## config.mk

```make
export PLATFORM = sky130hd
export DESIGN_NAME = mdi_ctrl
export DESIGN_NICKNAME = d
export VERILOG_FILES = /design/src/design/mdi_pkg.sv /design/src/design/mdi_ctrl.sv
export VERILOG_INCLUDE_DIRS = /design/src /design/src/design
export SDC_FILE = /design/constraint.sdc
export NUM_CORES = 1
export LEC_CHECK = 0
export CAP_MARGIN = 20
export CORE_MARGIN = 5
export CORE_UTILIZATION = 45
export CTS_CLUSTER_DIAMETER = 30
export DETAILED_ROUTE_END_ITERATION = 7
export DONT_BUFFER_PORTS = 1
export PLACE_DENSITY_LB_ADDON = 0.05
export SYNTH_ARGS = -nofsm -noshare
export SYNTH_HDL_FRONTEND = slang
export SYNTH_SLANG_ARGS = --single-unit
```

## constraint.sdc

```tcl
create_clock -name clk_i -period 2.1 [get_ports clk_i]
set_clock_uncertainty 0.05 [all_clocks]
set_input_delay 0.21 -clock clk_i [delete_from_list [all_inputs] [get_ports clk_i]]
set_output_delay 0.21 -clock clk_i [all_outputs]
set_load 0.03 [all_outputs]
```

## src/design/mdi_params.svh

```systemverilog
// Register map, field positions, reset values and bus codes of the DMA demand and interrupt enable block
`ifndef MDI_PARAMS_SVH
`define MDI_PARAMS_SVH
`define MDI_ADDR_TX_DEMAND  32'hB00030A0
`define MDI_ADDR_RX_DEMAND  32'hB00030A4
`define MDI_ADDR_MAX_LEN    32'hB00030A8
`define MDI_ADDR_INT_EN     32'hB00030AC
`define MDI_ADDR_INT_STAT   32'hB00030B0
`define MDI_ADDR_MAC_CMD    32'hB00030B4
`define MDI_ADDR_DMA_STATE  32'hB00030B8
`define MDI_MAXLEN_RST      16'h0800
`define MDI_INT_EN_RST      32'h00000000
`define MDI_INT_EN_WMASK    32'h01FF4FFF
`define MDI_STAT_IMPL       32'h01C00500
`define MDI_CMD_WMASK       32'h00000101
`define MDI_ZERO_WORD       32'h00000000
`define MDI_BIT_TX_BUS_FAULT   24
`define MDI_BIT_TX_NO_DESC     23
`define MDI_BIT_LATE_COLL      22
`define MDI_BIT_TX_MASTER      16
`define MDI_BIT_RX_NO_DESC     10
`define MDI_BIT_OVERSIZE       8
`define MDI_BIT_RX_MASTER      0
`define MDI_TX_SRC_HI          24
`define MDI_TX_SRC_LO          17
`define MDI_RX_SRC_HI          15
`define MDI_RX_SRC_LO          1
`define MDI_BIT_RECEIVE_ON     0
`define MDI_BIT_TRANSMIT_ON    8
`define MDI_BIT_TX_HALTED      0
`define MDI_BIT_RX_HALTED      1
`define MDI_RESP_OKAY          2'h0
`define MDI_RESP_DECERR        2'h3
`endif

```

## src/design/mdi_pkg.sv

```systemverilog
// Types shared by the DMA demand and interrupt enable block
package mdi_pkg;
    typedef logic [31:0] mdi_word_t;
    typedef logic [15:0] mdi_len_t;
    typedef logic [3:0]  mdi_strb_t;
    typedef logic [1:0]  mdi_resp_t;
    typedef enum logic [1:0] {MDI_TX_IDLE, MDI_TX_FETCH, MDI_TX_SEND, MDI_TX_HALT} mdi_tx_state_e;
    typedef enum logic [1:0] {MDI_RX_IDLE, MDI_RX_FETCH, MDI_RX_STORE, MDI_RX_HALT} mdi_rx_state_e;
endpackage

```

## src/design/mdi_ctrl.sv

```systemverilog
// DMA start demand, receive length check and interrupt enable slice of the Ethernet MAC
//
// What this block does
// - Transmit mover halts when no descriptor owned
// - Any transmit demand write restarts halted transmit mover
// - Transmit demand register is write only
// - Receive mover halts when no descriptor available
// - Receive demand write restarts only halted mover
// - Receive demand register is write only
// - Max length low 16 bits, resets 2048
// - Oversize frame sets flag and receive interrupt only while enable bit 8 is set
// - Separate receive and transmit interrupt lines
// - Interrupt enable resets to all zeros
// - Bus fault interrupt needs bit 24, master
// - Transmit no descriptor interrupt needs bit 23, master
// - Late collision interrupt needs bit 22, master
// - Enable zero masks, one passes status
// - Cleared transmit master blocks all transmit interrupts
`timescale 1ns/1ns
`include "mdi_params.svh"

module mdi_ctrl
(
    input  wire logic              clk_i,
    input  wire logic              rst_b_i,
    input  wire mdi_pkg::mdi_word_t s_axi_awaddr_i,
    input  wire logic              s_axi_awvalid_i,
    output logic                   s_axi_awready_o,
    input  wire mdi_pkg::mdi_word_t s_axi_wdata_i,
    input  wire mdi_pkg::mdi_strb_t s_axi_wstrb_i,
    input  wire logic              s_axi_wvalid_i,
    output logic                   s_axi_wready_o,
    output mdi_pkg::mdi_resp_t     s_axi_bresp_o,
    output logic                   s_axi_bvalid_o,
    input  wire logic              s_axi_bready_i,
    input  wire mdi_pkg::mdi_word_t s_axi_araddr_i,
    input  wire logic              s_axi_arvalid_i,
    output logic                   s_axi_arready_o,
    output mdi_pkg::mdi_word_t     s_axi_rdata_o,
    output mdi_pkg::mdi_resp_t     s_axi_rresp_o,
    output logic                   s_axi_rvalid_o,
    input  wire logic              s_axi_rready_i,
    output logic                   tx_desc_req_o,
    input  wire logic              tx_desc_ack_i,
    input  wire logic              tx_desc_owned_i,
    output logic                   tx_frame_go_o,
    input  wire logic              tx_frame_done_i,
    input  wire logic              tx_bus_fault_i,
    input  wire logic              late_collision_i,
    output logic                   rx_desc_req_o,
    input  wire logic              rx_desc_ack_i,
    input  wire logic              rx_desc_owned_i,
    output logic                   rx_store_en_o,
    input  wire logic              rx_frame_done_i,
    input  wire mdi_pkg::mdi_len_t rx_frame_len_i,
    output logic                   transmit_irq_o,
    output logic                   receive_irq_o,
    output logic                   irq_o
);
    import mdi_pkg::*;

    ////////////////////////////////////////////////////////////////////////////////
    // Bus slave state

    mdi_word_t     aw_addr;
    logic          aw_full;
    mdi_word_t     w_data;
    mdi_strb_t     w_strb;
    logic          w_full;
    mdi_word_t     byte_mask;
    logic          do_write;
    logic          wr_hit;
    logic          rd_hit;
    mdi_word_t     rd_word;

    mdi_len_t      max_frame_bytes;
    mdi_word_t     interrupt_enable;
    mdi_word_t     interrupt_status;
    mdi_word_t     mac_command;
    mdi_word_t     status_set;
    mdi_word_t     status_clr;
    logic          tx_demand_value;
    logic          rx_demand_value;

    mdi_tx_state_e tx_state;
    mdi_tx_state_e next_tx_state;
    mdi_rx_state_e rx_state;
    mdi_rx_state_e next_rx_state;
    logic          transmit_on;
    logic          receive_on;
    logic          tx_halt_entry;
    logic          rx_halt_entry;
    logic          oversize_flag;

    assign transmit_on = mac_command[`MDI_BIT_TRANSMIT_ON];
    assign receive_on  = mac_command[`MDI_BIT_RECEIVE_ON];

    ////////////////////////////////////////////////////////////////////////////////
    // Write channel: address and data are taken in either order

    assign s_axi_awready_o = !aw_full && !s_axi_bvalid_o;
    assign s_axi_wready_o  = !w_full && !s_axi_bvalid_o;
    assign do_write        = aw_full && w_full && !s_axi_bvalid_o;

    always_ff @(posedge clk_i or negedge rst_b_i)
    begin
        if (!rst_b_i)
        begin
            aw_full <= 1'b0;
            aw_addr <= `MDI_ZERO_WORD;
        end
        else if (s_axi_awvalid_i && s_axi_awready_o)
        begin
            aw_full <= 1'b1;
            aw_addr <= s_axi_awaddr_i;
        end
        else if (do_write)
        begin
            aw_full <= 1'b0;
        end
    end

    always_ff @(posedge clk_i or negedge rst_b_i)
    begin
        if (!rst_b_i)
        begin
            w_full <= 1'b0;
            w_data <= `MDI_ZERO_WORD;
            w_strb <= 4'h0;
        end
        else if (s_axi_wvalid_i && s_axi_wready_o)
        begin
            w_full <= 1'b1;
            w_data <= s_axi_wdata_i;
            w_strb <= s_axi_wstrb_i;
        end
        else if (do_write)
        begin
            w_full <= 1'b0;
        end
    end

    genvar gb;
    generate
        for (gb = 0; gb < 4; gb = gb + 1)
        begin : g_byte_mask
            assign byte_mask[gb*8 +: 8] = {8{w_strb[gb]}};
        end
    endgenerate

    always_comb
    begin
        unique case (aw_addr)
            `MDI_ADDR_TX_DEMAND,
            `MDI_ADDR_RX_DEMAND,
            `MDI_ADDR_MAX_LEN,
            `MDI_ADDR_INT_EN,
            `MDI_ADDR_INT_STAT,
            `MDI_ADDR_MAC_CMD,
            `MDI_ADDR_DMA_STATE: wr_hit = 1'b1;
            default:             wr_hit = 1'b0;
        endcase
    end

    always_ff @(posedge clk_i or negedge rst_b_i)
    begin
        if (!rst_b_i)
        begin
            s_axi_bvalid_o <= 1'b0;
            s_axi_bresp_o  <= `MDI_RESP_OKAY;
        end
        else if (do_write)
        begin
            s_axi_bvalid_o <= 1'b1;
            s_axi_bresp_o  <= wr_hit ? `MDI_RESP_OKAY : `MDI_RESP_DECERR;
        end
        else if (s_axi_bready_i)
        begin
            s_axi_bvalid_o <= 1'b0;
        end
    end

    // Any data value and any strobe pattern counts as a demand
    assign tx_demand_value = do_write && (aw_addr == `MDI_ADDR_TX_DEMAND);
    assign rx_demand_value = do_write && (aw_addr == `MDI_ADDR_RX_DEMAND);

    ////////////////////////////////////////////////////////////////////////////////
    // Software registers
    always_ff @(posedge clk_i or negedge rst_b_i)
    begin
        if (!rst_b_i)
            max_frame_bytes <= `MDI_MAXLEN_RST;
        else if (do_write && aw_addr == `MDI_ADDR_MAX_LEN)
            max_frame_bytes <= (max_frame_bytes & ~byte_mask[15:0]) | (w_data[15:0] & byte_mask[15:0]);
    end

    always_ff @(posedge clk_i or negedge rst_b_i)
    begin
        if (!rst_b_i)
            interrupt_enable <= `MDI_INT_EN_RST;
        else if (do_write && aw_addr == `MDI_ADDR_INT_EN)
            interrupt_enable <= ((interrupt_enable & ~byte_mask) | (w_data & byte_mask)) & `MDI_INT_EN_WMASK;
    end

    always_ff @(posedge clk_i or negedge rst_b_i)
    begin
        if (!rst_b_i)
            mac_command <= `MDI_ZERO_WORD;
        else if (do_write && aw_addr == `MDI_ADDR_MAC_CMD)
            mac_command <= ((mac_command & ~byte_mask) | (w_data & byte_mask)) & `MDI_CMD_WMASK;
    end

    ////////////////////////////////////////////////////////////////////////////////
    // Sticky status, write one to clear; a new event wins over the clear

    assign oversize_flag = rx_state == MDI_RX_STORE && rx_frame_done_i
                           && (rx_frame_len_i > max_frame_bytes)
                           && interrupt_enable[`MDI_BIT_OVERSIZE];

    always_comb
    begin
        status_set = `MDI_ZERO_WORD;
        status_set[`MDI_BIT_TX_BUS_FAULT] = tx_bus_fault_i;
        status_set[`MDI_BIT_TX_NO_DESC]   = tx_halt_entry;
        status_set[`MDI_BIT_LATE_COLL]    = late_collision_i;
        status_set[`MDI_BIT_RX_NO_DESC]   = rx_halt_entry;
        status_set[`MDI_BIT_OVERSIZE]     = oversize_flag;
    end

    assign status_clr = (do_write && aw_addr == `MDI_ADDR_INT_STAT) ? (w_data & byte_mask) : `MDI_ZERO_WORD;

    always_ff @(posedge clk_i or negedge rst_b_i)
    begin
        if (!rst_b_i)
            interrupt_status <= `MDI_ZERO_WORD;
        else
            interrupt_status <= ((interrupt_status & ~status_clr) | status_set) & `MDI_STAT_IMPL;
    end

    ////////////////////////////////////////////////////////////////////////////////
    // Interrupt lines
    always_ff @(posedge clk_i or negedge rst_b_i)
    begin
        if (!rst_b_i)
        begin
            transmit_irq_o <= 1'b0;
            receive_irq_o  <= 1'b0;
            irq_o          <= 1'b0;
        end
        else
        begin
            // A zero enable bit removes its status from the OR
            transmit_irq_o <= interrupt_enable[`MDI_BIT_TX_MASTER]
                              && |(interrupt_status[`MDI_TX_SRC_HI:`MDI_TX_SRC_LO]
                                   & interrupt_enable[`MDI_TX_SRC_HI:`MDI_TX_SRC_LO]);
            receive_irq_o  <= interrupt_enable[`MDI_BIT_RX_MASTER]
                              && |(interrupt_status[`MDI_RX_SRC_HI:`MDI_RX_SRC_LO]
                                   & interrupt_enable[`MDI_RX_SRC_HI:`MDI_RX_SRC_LO]);
            irq_o          <= transmit_irq_o || receive_irq_o;
        end
    end

    ////////////////////////////////////////////////////////////////////////////////
    // Transmit mover
    always_comb
    begin
        next_tx_state = tx_state;
        tx_halt_entry = 1'b0;
        unique case (tx_state)
            MDI_TX_IDLE:
                if (transmit_on)
                    next_tx_state = MDI_TX_FETCH;
            MDI_TX_FETCH:
                if (!transmit_on)
                    next_tx_state = MDI_TX_IDLE;
                else if (tx_desc_ack_i && tx_desc_owned_i)
                    next_tx_state = MDI_TX_SEND;
                else if (tx_desc_ack_i)
                begin
                    next_tx_state = MDI_TX_HALT;
                    tx_halt_entry = 1'b1;
                end
            // A frame under way always completes
            MDI_TX_SEND:
                if (tx_frame_done_i)
                    next_tx_state = transmit_on ? MDI_TX_FETCH : MDI_TX_IDLE;
            MDI_TX_HALT:
                if (!transmit_on)
                    next_tx_state = MDI_TX_IDLE;
                else if (tx_demand_value)
                    next_tx_state = MDI_TX_FETCH;
        endcase
    end

    always_ff @(posedge clk_i or negedge rst_b_i)
    begin
        if (!rst_b_i)
            tx_state <= MDI_TX_IDLE;
        else
            tx_state <= next_tx_state;
    end
    assign tx_desc_req_o = tx_state == MDI_TX_FETCH && transmit_on;
    assign tx_frame_go_o = tx_state == MDI_TX_SEND;

    ////////////////////////////////////////////////////////////////////////////////
    // Receive mover
    always_comb
    begin
        next_rx_state = rx_state;
        rx_halt_entry = 1'b0;
        unique case (rx_state)
            MDI_RX_IDLE:
                if (receive_on)
                    next_rx_state = MDI_RX_FETCH;
            MDI_RX_FETCH:
                if (!receive_on)
                    next_rx_state = MDI_RX_IDLE;
                else if (rx_desc_ack_i && rx_desc_owned_i)
                    next_rx_state = MDI_RX_STORE;
                else if (rx_desc_ack_i)
                begin
                    next_rx_state = MDI_RX_HALT;
                    rx_halt_entry = 1'b1;
                end
            MDI_RX_STORE:
                if (rx_frame_done_i)
                    next_rx_state = receive_on ? MDI_RX_FETCH : MDI_RX_IDLE;
            MDI_RX_HALT:
                if (!receive_on)
                    next_rx_state = MDI_RX_IDLE;
                else if (rx_demand_value)
                    next_rx_state = MDI_RX_FETCH;
        endcase
    end

    always_ff @(posedge clk_i or negedge rst_b_i)
    begin
        if (!rst_b_i)
            rx_state <= MDI_RX_IDLE;
        else
            rx_state <= next_rx_state;
    end
    assign rx_desc_req_o = rx_state == MDI_RX_FETCH && receive_on;
    assign rx_store_en_o = rx_state == MDI_RX_STORE;

    ////////////////////////////////////////////////////////////////////////////////
    // Read channel

    always_comb
    begin
        rd_hit  = 1'b1;
        rd_word = `MDI_ZERO_WORD;
        unique case (s_axi_araddr_i)
            // Demand registers hold nothing; they answer zero
            `MDI_ADDR_TX_DEMAND: rd_word = `MDI_ZERO_WORD;
            `MDI_ADDR_RX_DEMAND: rd_word = `MDI_ZERO_WORD;
            `MDI_ADDR_MAX_LEN:   rd_word = {16'h0000, max_frame_bytes};
            `MDI_ADDR_INT_EN:    rd_word = interrupt_enable;
            `MDI_ADDR_INT_STAT:  rd_word = interrupt_status;
            `MDI_ADDR_MAC_CMD:   rd_word = mac_command;
            `MDI_ADDR_DMA_STATE:
            begin
                rd_word[`MDI_BIT_TX_HALTED] = tx_state == MDI_TX_HALT;
                rd_word[`MDI_BIT_RX_HALTED] = rx_state == MDI_RX_HALT;
            end
            default:             rd_hit = 1'b0;
        endcase
    end

    assign s_axi_arready_o = !s_axi_rvalid_o;

    always_ff @(posedge clk_i or negedge rst_b_i)
    begin
        if (!rst_b_i)
        begin
            s_axi_rvalid_o <= 1'b0;
            s_axi_rdata_o  <= `MDI_ZERO_WORD;
            s_axi_rresp_o  <= `MDI_RESP_OKAY;
        end
        else if (s_axi_arvalid_i && s_axi_arready_o)
        begin
            s_axi_rvalid_o <= 1'b1;
            s_axi_rdata_o  <= rd_word;
            s_axi_rresp_o  <= rd_hit ? `MDI_RESP_OKAY : `MDI_RESP_DECERR;
        end
        else if (s_axi_rready_i)
        begin
            s_axi_rvalid_o <= 1'b0;
        end
    end
endmodule // mdi_ctrl

```

After elaboration in Yosys (flattened, before gate mapping)
Cells that the tools add are included.

storage, ports and cells
  register bits after elaboration = 153
  bits of input ports = 131
  output and inout port bits = 48
  logic and storage cells = 142

cells by class
  $lt $le $gt $ge = 1
  equality and inequality tests = 28
  muxes and demuxes = 40
  bitwise operators = 15
  reductions and logical operators = 39

operator list
  cell                                           number
  32-bit equality test (second input constant)   14
  23-bit one-hot mux with 4 select lines         1
  25-bit AND                                     3
  25-bit NOT                                     2
  25-bit OR                                      2
  16-bit AND                                     2
  2-bit 2-to-1 mux                               16
  25-bit 2-to-1 mux                              1
  2-bit one-hot mux with 4 select lines          3
  1-bit logical AND                              22
  1-bit 2-to-1 mux                               19
  16-bit greater-than comparator                 1
  16-bit NOT                                     1
  16-bit OR                                      1
  15-bit OR reduction                            1
  10-bit by 14-bit AND with 14-bit output        1
  7-bit OR reduction                             2
  9-bit AND                                      1
  9-bit OR                                       1
  8-bit AND                                      1
  2-bit equality test (second input constant)    4
  4-bit inequality test (second input constant)  2
  4-bit AND reduction                            2
  2-bit nonzero test                             4
  8 further kinds                                16

Depth between registers and ports, before layout
Gate-level depths: netlist of the first run.

  depth after elaboration = 7
  gate-level depth with buffers = 7
  mapped depth without buffers = 7

Worst setup path after synthesis of the first run
Ideal clock, no wire load.

  path kind = reg2reg
  from = reg s_axi_bvalid_o
  to = reg aw_addr[0]
  library setup time = 0.125 ns
  arrival = 2.087 ns
  slack = -0.162 ns
  stages on the path, launching flop included = 6
  path buffers = 2
  cell sequence = dfrtp_1 nor2_1 and2_1 clkbuf_1 clkbuf_1 mux2_2

between the ends
  longest elaborated chain between the ends = 3

ends and longest elaborated chain
  what                       RTL line         source
  from (decl)                mdi_ctrl.sv:34   output logic s_axi_bvalid_o,
  from (signal assigned)     mdi_ctrl.sv:169  s_axi_bvalid_o <= 1'b0;
  from (signal assigned)     mdi_ctrl.sv:174  s_axi_bvalid_o <= 1'b1;
  from (signal assigned)     mdi_ctrl.sv:179  s_axi_bvalid_o <= 1'b0;
  1-bit logical NOT          mdi_ctrl.sv:101  assign s_axi_awready_o = !aw_full && !s_axi_bvalid_o;
  1-bit logical AND          mdi_ctrl.sv:101
  named net s_axi_awready_o  mdi_ctrl.sv:28   output logic s_axi_awready_o,
  1-bit logical AND          mdi_ctrl.sv:112  else if (s_axi_awvalid_i && s_axi_awready_o)
  to (signal assigned)       mdi_ctrl.sv:110  aw_addr <= `MDI_ZERO_WORD;
  to (signal assigned)       mdi_ctrl.sv:115  aw_addr <= s_axi_awaddr_i;
  to (decl)                  mdi_ctrl.sv:65   mdi_word_t aw_addr;

The timed path passes the listed nets, and every way through them passes these cells.
A chain may end at the register's enable or synchronous reset.

==> qor.txt, run 1 <==
Outcome: finished, violations left
Failing checks: negative hold slack, negative setup slack
Clock power share: 0.347
Worst-path clk slew: 60 ps
Htree depth: 4
MaxCap Viol Count: 0
Relative slew slack: 0.556
Clock Latency Late Sink: 420 ps
Critical Path, Cell by Cell: nor4_2 > nand4_1 > buf_4 > nor4_2 > buf_4 > nand3_1 > mux2_2
Setup Crit Path Kind: register to register
Final Setup Violations: 2
Slowest cell on crit path: dfrtp_1
Worst hold slack: -571 ps
Worst EP required: 2350 ps
RSZ-0062 raised after global routing: yes
Syn Inst Count: 496
Worst Path Buf+Inv: 2
NumNets Final: 739
First-pass GRT wire length: 24.1 mm
DP HPWL: 10.6 mm
Syn avg cell area: 13.0 sq um
Max incr delay on CP: 390 ps
Top post-synthesis cells by area: dfrtp_1 (56%), mux2_2 (18%), ha_1 (3.1%)
DR pass1 iterations: 4
Yosys top cell by area: dfrtp_1
Combinational power share: 0.184
Die Y: 129 microns
# IOs: 179
Port bufs: 0
Largest delay share family, worst path: simple AND/OR/NAND/NOR gates
R2r worst-path depth: 7
GPL Wtd Cong: 0.785
Largest net degree at the start of global routing: 145
Post-Route WL: 15.5 mm
Final WS setup: -33.3 ps
Power Dens Cells: 1050 nW/um^2
Critical path fanouts, max: 7
Seq pwr share: 0.469
Residual DRC: 0
CP endpoint kind: register
Hold Crit Class: primary input to async pin
Internal: 0.00619 W
Simple-Gate Fraction of Synth Area: 0.109
Synth Flop Type: dfrtp_1
Via count: 4263
Leakage: 3.64 nW
Mux share of post-synthesis cell area: 0.196
Yosys synthesis warning count: 0
Post-synth EDFFs: 0
Main combinational cell family by area after synthesis: multiplexers
Post-Syn Area: 6420 sq um
Setup TNS: -60.9 ps
Clock root buffer: clkbuf_16
Synth Area in Compound Gates: 0.0688
Final Critical Period: 2130 ps
Synth top area share: 0.557
Remaining antenna violation count: 0
R2R setup slack: -30 ps
Critical Path AT: 2390 ps
CTS Hold Bufs: 74
Sw frac: 0.273
Unique masters post-synth: 51
Die width: 129 microns
Reg2reg start: aw_addr[16]
Sequential fraction of the synthesis area: 0.561
Cell Rows: 43
Inst Count DP: 679
Post-Synth XOR/XNOR Area: 0.00136
PnR Total Power: 0.00852 W
# Post-CTS Setup Buffers: 0
Vias in the first global route: 4526
Synthesized flop and latch total: 144
Post-synthesis adder-cell area fraction: 0.0312
Psw: 0.00233 W
Max-slew violations: 0
FILL cells: 1155
TritonCTS clock tree: yes
Core Area: 13900 sq um
Finished Layout Cells: 785
Crit start category: register
Initial Utilization: 0.461
Initial antenna violation count: 1
Max VDD drop: 0.683 mV
Achievable frequency: 469 MHz
Vias per inst: 5.43
Clock Path Buffers: 2
Area grow syn2layout: 26.5%
Post-synth ARST share: 1.00
Die area: 16800 sq um
Gr ovfl total: 0
CTS Buf Count: 17
Layout cells sized above 1: 0.290
Sink Count: 144
WL/cell: 19.7 microns
Initial drt markers: 138
All-Layer GR Usage: 0.190
Final period utilization: 1.02
Slew @ Worst Pin: 664 ps
Hold Vio Cnt, Final: 144
==> cell families (layout without fill, tap and decap cells) <==
| family | after synthesis | in the layout |
|---|---|---|
| adders and majority gates | 16 | 16 |
| other | 1 | 8 |
| muxes | 113 | 113 |
| xor gates and xnor gates | 1 | 1 |
| AOI/OAI and AO/OA | 63 | 63 |
| DFF | 144 | 144 |
| and+or+nand+nor | 113 | 113 |
| buffers and inverters | 45 | 147 |
==> worst reg2reg max path, stage by stage (launching register included) <==
cell	delay [ps]
dfrtp_1	390
nor4_2	310
nand4_1	240
buf_4	210
nor4_2	230
buf_4	200
nand3_1	100
mux2_2	290
==> routing by layer <==
layer,vias up,GRT usage,routed length (microns)
met5,-,0,0
met3,15,0.0581,1030
met2,154,0.318,7720
met4,0,0.0587,161
met1,2104,0.236,6570
li1,1990,-,-
==> cell type report <==
cell class / count / area, sq um / area share
sequential: 144 / 3600 / 0.444
timing repair buffer: 96 / 942 / 0.116
clock inverter: 11 / 114 / 0.0140
clock buffer: 20 / 467 / 0.0574
multi-input combinational: 313 / 2700 / 0.332
antenna: 1 / 2.50 / 0.000308
tap: 180 / 225 / 0.0277
inverter: 20 / 75.1 / 0.00924
==> layout by cell type (no fill, tap or decap), types with 3 or more instances in the layout <==
cell type	instances
clkbuf_16	17
dlygate4sd3_1	74
conb_1	7
nand3_1	11
a21o_1	6
a31o_2	3
o21ai_0	16
nor2_1	12
a21oi_1	8
a22o_1	15
o31ai_1	3
nor4bb_1	5
nand2b_1	4
nand2_1	23
clkbuf_8	3
nor2b_1	12
nor4_2	4
nand4_1	6
nand4b_1	6
ha_1	16
dfrtp_1	143
mux2i_1	11
buf_4	17
nor4_1	4
mux2_2	102
buf_6	3
clkinv_2	6
inv_1	19
nor4b_1	3
==> power by group through the flow <==
stage,Clock (W),Sequential [W],Combinational [W]
after floorplan,0,0.00382,0.00121
after global placement,0,0.00398,0.00138
after detailed placement,0,0.00402,0.00142
after CTS,0.00303,0.00400,0.00156
after global routing,0.00315,0.00410,0.00171
final,0.00296,0.00400,0.00157
==> cells in the mapped netlist (all sizes together), types with 2 or more instances <==
cell	number
nand2	23
nor4bb	6
clkbuf	15
nand4b	8
nor3	2
nand4	6
mux2	102
nor2b	12
and2	3
mux2i	11
nand2b	4
a31o	3
ha	16
a21o	6
o31ai	3
and3	2
nor3b	2
nor4	9
o211ai	2
a22oi	2
o21ai	16
a21oi	8
nor4b	3
or2	2
inv	20
a22o	15
dfrtp	143
nand3	14
nor2	13
buf	10
==> repair_timing <==
| action | in CTS | in global routing |
|---|---|---|
| setup endpoints to repair | 44 | 45 |
| gates cloned | 0 | 0 |
| endpoints found under the hold margin | 226 | 144 |
| resized for setup | 8 | 3 |
| pin swaps | 6 | 8 |
==> metrics by stage <==
stage	setup WS (ps)	instance area [sq um]	util	hold slack, ps
finish	-33.3	8130	0.583	-571
CTS	-68.2	8110	0.582	-585
global placement	-116	6740	0.484	-131
floorplan	-6.87	6450	-	-136
detailed placement	-133	6740	0.484	-131
global route	-154	8130	0.583	-592
==> worst max path at each step <==
| stage | startpoint | to | slack (ps) | cells past startpoint |
|---|---|---|---|---|
| final | aw_addr[16] | register | -30 | 7 |
| after global routing | aw_addr[16] | register | -150 | 7 |
| after CTS | aw_addr[26] | register | -70 | 7 |
| after detailed placement | aw_addr[16] | register | -130 | 6 |
| after global placement | aw_addr[16] | register | -120 | 6 |
| after floorplan | aw_addr[6] | register | -7 | 5 |
No activity file was read; power rests on OpenSTA's default activity.
==> run 2: changes to the inputs <==
CELL_PAD_IN_SITES_DETAIL_PLACEMENT = 0   (was not set)
CELL_PAD_IN_SITES_GLOBAL_PLACEMENT = 1   (was not set)
CTS_CLUSTER_DIAMETER = 120   (was 30)
RECOVER_POWER = 100   (was not set)
==> run 2 against run 1 <==
  * Sequential power decreased by 1%
  * The flow still finishes with violations (negative hold slack, negative setup slack)
  * Utilization barely moved
  * First-iteration DRC count increased by 5.8%
  * Clock power barely moved
  * Largest cell class unchanged
  * Fmax fell by 2.3%
  * Via count is 0.14% higher
  * Cell count rose by 0.25%
  * Total power decreased by 0.21%
  * Sequential share of layout area about the same
  * Routed wire length shrank 2.6%
==> qor.txt, run 2 (same netlist as run 1, synthesis figures left out) <==
Outcome: finished, violations left (unchanged)
Failing checks: negative hold slack, negative setup slack (unchanged)
Leakage: 3.63 nW (was 3.64 nW)
Achievable frequency: 458 MHz (was 469 MHz)
WL met3: 1.11 mm (was 1.03 mm)
Relative slew slack: 0.527 (was 0.556)
Sink Count: 144 (unchanged)
Gr ovfl total: 0 (unchanged)
M1 WL: 6.17 mm (was 6.57 mm)
Initial antenna violation count: 1 (unchanged)
DP HPWL: 10.6 mm (about the same)
WL met2: 7.60 mm (was 7.72 mm)
Final Critical Period: 2180 ps (was 2130 ps)
Layout cells sized above 1: 0.269 (was 0.290)
Most frequent cells in the layout: dfrtp_1 (143), mux2_2 (102), dlygate4sd3_1 (73) (was dfrtp_1 (143), mux2_2 (102), dlygate4sd3_1 (74))
Post-Route WL: 15.1 mm (was 15.5 mm)
CTS Hold Bufs: 73 (was 74)
Largest net degree at the start of global routing: 145 (unchanged)
RSZ-0062 raised after global routing: yes (unchanged)
NumNets Final: 742 (was 739)
Setup TNS: -1350 ps (was -60.9 ps)
Final WS setup: -84.6 ps (was -33.3 ps)
Setup Crit Path Kind: register to register (unchanged)
Cell Rows: 43 (unchanged)
Final period utilization: 1.04 (was 1.02)
Power Dens Cells: 1050 nW/um^2 (about the same)
Top layer in use: met4 (unchanged)
First-pass GRT wire length: 24.1 mm (about the same)
Vias per inst: 5.42 (was 5.43)
Clock Path Buffers: 2 (unchanged)
Via count: 4269 (was 4263)
Area grow syn2layout: 26.4% (was 26.5%)
Hold Crit Class: primary input to async pin (unchanged)
Worst EP required: 2340 ps (was 2350 ps)
GPL Wtd Cong: 0.733 (was 0.785)
Max VDD drop: 0.808 mV (was 0.683 mV)
Initial Utilization: 0.461 (unchanged)
Inst Count DP: 682 (was 679)
FILL cells: 1177 (was 1155)
TritonCTS clock tree: yes (unchanged)
CTS Buf Count: 17 (unchanged)
Final instance area: 8120 sq um (was 8130 sq um)
Initial drt markers: 146 (was 138)
Htree depth: 4 (unchanged)
# IOs: 179 (unchanged)
Reg area: 3600 sq um (unchanged)
CP endpoint kind: register (unchanged)
Critical Path AT: 2430 ps (was 2390 ps)
Port bufs: 0 (unchanged)
Max-slew violations: 0 (unchanged)
Placed Area: 6770 sq um (was 6740 sq um)
Worst-path clk slew: 60 ps (about the same)
Die area: 16800 sq um (unchanged)
Commonest non-fill, non-tap cell in the layout: dfrtp_1 (unchanged)
Clock Latency Late Sink: 410 ps (was 420 ps)
Worst hold slack: -557 ps (was -571 ps)
All-Layer GR Usage: 0.187 (was 0.190)
Die width: 129 microns (unchanged)
Vias in the first global route: 4654 (was 4526)
Final Setup Violations: 27 (was 2)
Finished Layout Cells: 787 (was 785)
Slew @ Worst Pin: 707 ps (was 664 ps)
Hold Vio Cnt, Final: 144 (unchanged)
Clock root buffer: clkbuf_16 (unchanged)
DR pass1 iterations: 6 (was 4)
WL/cell: 19.2 microns (was 19.7 microns)
Die Y: 129 microns (unchanged)
Area of the multi-input gates: 2710 sq um (was 2700 sq um)
Remaining antenna violation count: 0 (unchanged)
Critical path fanouts, max: 8 (was 7)
Residual DRC: 0 (unchanged)
Crit start category: register (unchanged)
MaxCap Viol Count: 0 (unchanged)
Core Area: 13900 sq um (unchanged)
run 2: changes by cell type in the layout (fill, tap and decap cells not counted), sizes merged:
cell         change
dlygate4sd3      -1
clkinvlp         -1
clkinv           -5
clkbuf          +17
bufinv           +1
buf              -9
run 2: final timing paths:
path                                      start  slack [ps]  cells past startpoint                 to
worst max-delay path                 aw_addr[6]         -80                      9           register
worst min-delay path                    rst_b_i        -560                      0         aw_addr[5]
worst max register to register       aw_addr[6]         -80                      9           register
worst min register to register         register         440                      1  s_axi_rdata_o[20]
max in group asynchronous               rst_b_i        2270                      0          async pin
min in group clk_i              tx_frame_done_i          10                      2        tx_state[1]
run 2: per-stage QoR:
stage	hold WS (ps)	util	setup WS, ps	total power [W]
after floorplan	-136	-	-6.87	0.00504
after global placement	-132	0.486	-216	0.00538
after detailed placement	-132	0.486	-247	0.00547
after CTS	-576	0.585	-120	0.00865
after global routing	-581	0.583	-173	0.00893
final	-557	0.583	-84.6	0.00851
run 2: timing repair:
item,4_1_cts,5_1_grt
endpoints found under the hold margin,226,144
endpoints found under the setup margin,46,46
setup buffers,0,1
resized for setup,11,5
pin swaps,11,2
run 2: layout make-up:
cell class	count	share of cell area
diodes	1	0.000308
multi-input cells	313	0.334
inverters	20	0.00924
clock inverters	6	0.0133
repair buffers	99	0.113
clock buffers	24	0.0581
flip-flops and latches	144	0.444
well taps	180	0.0277
run 2: power breakdown:
| part | switching (W) | leakage (nW) | internal (W) |
|---|---|---|---|
| Clock | 0.00107 | 0.280 | 0.00191 |
| Sequential | 0.000527 | 1.85 | 0.00343 |
| Combinational | 0.000659 | 1.50 | 0.000912 |
run 2: layer usage:
metal	vias to the layer above	global-route usage
met5	-	0
met2	142	0.318
met3	14	0.0602
met4	0	0.0581
li1	1994	-
met1	2119	0.226
run 2: critical path, cell delays in order (launching register included):
cell and delay, ps:
dfrtp_1 370, nor4bb_1 280, buf_4 160, nand4_1 120, buf_4 180, nor4_4 140
buf_6 200, nand4b_4 120, buf_12 170, mux2_2 270
==> run 3: changes to the inputs <==
CELL_PAD_IN_SITES_DETAIL_PLACEMENT = not set   (was 0)
CELL_PAD_IN_SITES_GLOBAL_PLACEMENT = not set   (was 1)
==> run 3 against run 2 <==
  * Setup slack gained 76 ps
  * Largest cell class unchanged
  * Worst hold slack lost 11 ps
  * The flow still finishes with violations (negative hold slack, negative setup slack)
  * Register-to-register slack gained 80 ps
==> qor.txt, run 3 (same netlist as run 1, synthesis figures left out) <==
Die area: 16800 sq um (unchanged)
# IOs: 179 (unchanged)
Via count: 4234 (was 4269)
Post-Route WL: 15.4 mm (was 15.1 mm)
RSZ-0062 raised after global routing: yes (unchanged)
Remaining antenna violation count: 0 (unchanged)
Worst hold slack: -567 ps (was -557 ps)
Achievable frequency: 474 MHz (was 458 MHz)
Residual DRC: 0 (unchanged)
Critical Path AT: 2360 ps (was 2430 ps)
Vias in the first global route: 4526 (was 4654)
CTS Buf Count: 17 (unchanged)
DP HPWL: 10.6 mm (about the same)
Setup WS pre-CTS: -133 ps (was -247 ps)
CTS Hold Bufs: 74 (was 73)
Most frequent cells in the layout: dfrtp_1 (143), mux2_2 (101), dlygate4sd3_1 (74) (was dfrtp_1 (143), mux2_2 (102), dlygate4sd3_1 (73))
CP endpoint kind: register (unchanged)
Final WS setup: -8.27 ps (was -84.6 ps)
Initial drt markers: 141 (was 146)
Clock root buffer: clkbuf_16 (unchanged)
Slew @ Worst Pin: 656 ps (was 707 ps)
Core Area: 13900 sq um (unchanged)
Reg2reg start: aw_addr[16] (was aw_addr[6])
Relative slew slack: 0.561 (was 0.527)
Worst EP required: 2350 ps (was 2340 ps)
Sink Count: 144 (unchanged)
Final period utilization: 1.00 (was 1.04)
Inst Count DP: 679 (was 682)
All-Layer GR Usage: 0.190 (was 0.187)
Commonest non-fill, non-tap cell in the layout: dfrtp_1 (unchanged)
Crit path from: aw_addr[16] (was aw_addr[6])
Setup Crit Path Kind: register to register (unchanged)
Final Setup Violations: 2 (was 27)
Power Dens Cells: 1050 nW/um^2 (about the same)
Vias per inst: 5.39 (was 5.42)
TritonCTS clock tree: yes (unchanged)
Worst-path clk slew: 60 ps (about the same)
Hold Vio Cnt, Final: 144 (unchanged)
Max-slew violations: 0 (unchanged)
Outcome: finished, violations left (unchanged)
Leakage: 3.60 nW (was 3.63 nW)
Layout cells sized above 1: 0.273 (was 0.269)
FILL cells: 1166 (was 1177)
Max VDD drop: 0.677 mV (was 0.808 mV)
Cell Rows: 43 (unchanged)
Hold Crit Class: primary input to async pin (unchanged)
MaxCap Viol Count: 0 (unchanged)
DR pass1 iterations: 4 (was 6)
Failing checks: negative hold slack, negative setup slack (unchanged)
WL/cell: 19.6 microns (was 19.2 microns)
Htree depth: 4 (unchanged)
Initial Utilization: 0.461 (unchanged)
Initial antenna violation count: 1 (unchanged)
# Post-CTS Setup Buffers: 0 (unchanged)
First-pass GRT wire length: 24.1 mm (about the same)
Die Y: 129 microns (unchanged)
Finished Layout Cells: 785 (was 787)
R2R setup slack: -8 ps (was -80 ps)
Critical path fanouts, max: 7 (was 8)
Die width: 129 microns (unchanged)
Port bufs: 0 (unchanged)
Clock Latency Late Sink: 420 ps (was 410 ps)
Crit start category: register (unchanged)
Area grow syn2layout: 25.7% (was 26.4%)
Clock Path Buffers: 2 (unchanged)
NumNets Final: 739 (was 742)
Largest net degree at the start of global routing: 145 (unchanged)
Final Critical Period: 2110 ps (was 2180 ps)
Gr ovfl total: 0 (unchanged)
GPL Wtd Cong: 0.785 (was 0.733)
## run 3: layout make-up
cell class,count,area [sq um],share of cell area
tap,180,225,0.0279
sequential,144,3600,0.446
timing repair buffer,96,892,0.110
antenna,1,2.50,0.000310
multi-input combinational,313,2700,0.334
clock inverter,11,114,0.0141
inverter,20,75.1,0.00930
clock buffer,20,467,0.0578
## run 3: final timing paths
check | end | depth (start not counted)
hold / removal | s_axi_rdata_o[6] | 0
setup reg to reg | register | 7
max in group asynchronous | async pin | 0
hold reg to reg | s_axi_rdata_o[21] | 1
setup / recovery | register | 7
min in group clk_i | s_axi_rdata_o[0] | 3
## run 3: power breakdown
part / switching [W] / internal (W) / leakage (nW) / total (W)
logic: 0.000617 / 0.000888 / 1.46 / 0.00151
registers: 0.000569 / 0.00343 / 1.85 / 0.00400
clock network: 0.00113 / 0.00182 / 0.287 / 0.00295
total: 0.00232 / 0.00614 / 3.60 / 0.00845
## run 3: layer usage
metal  global-route usage  routed length, microns  vias to the layer above
met1                0.236                    6540                     2091
met5                    0                       0                        -
met2                0.318                    7640                      136
li1                     -                       -                     1992
met3               0.0581                    1030                       15
met4               0.0587                     185                        0
## run 3: repair_timing
action	4_1_cts	5_1_grt
setup endpoints to repair	44	45
pin swaps	6	8
gates resized for setup	8	3
endpoints found under the hold margin	226	144
## run 3: critical path: stages, from the launching register on
cell	delay, ps
dfrtp_1	390
nor4_2	310
nand4_1	230
buf_4	200
nor4_2	230
buf_4	200
nand3_1	90
mux2_2	290
## run 3: through the flow
step	hold WS, ps	utilization	total power (W)	TNS [ps]	cell area (sq um)
after global routing	-592	0.580	0.00890	-6280	8080
after floorplan	-136	-	0.00504	-103	6450
after global placement	-131	0.484	0.00536	-3700	6740
after detailed placement	-131	0.484	0.00544	-3580	6740
after CTS	-585	0.582	0.00859	-1140	8110
final	-567	0.580	0.00845	-11.6	8080
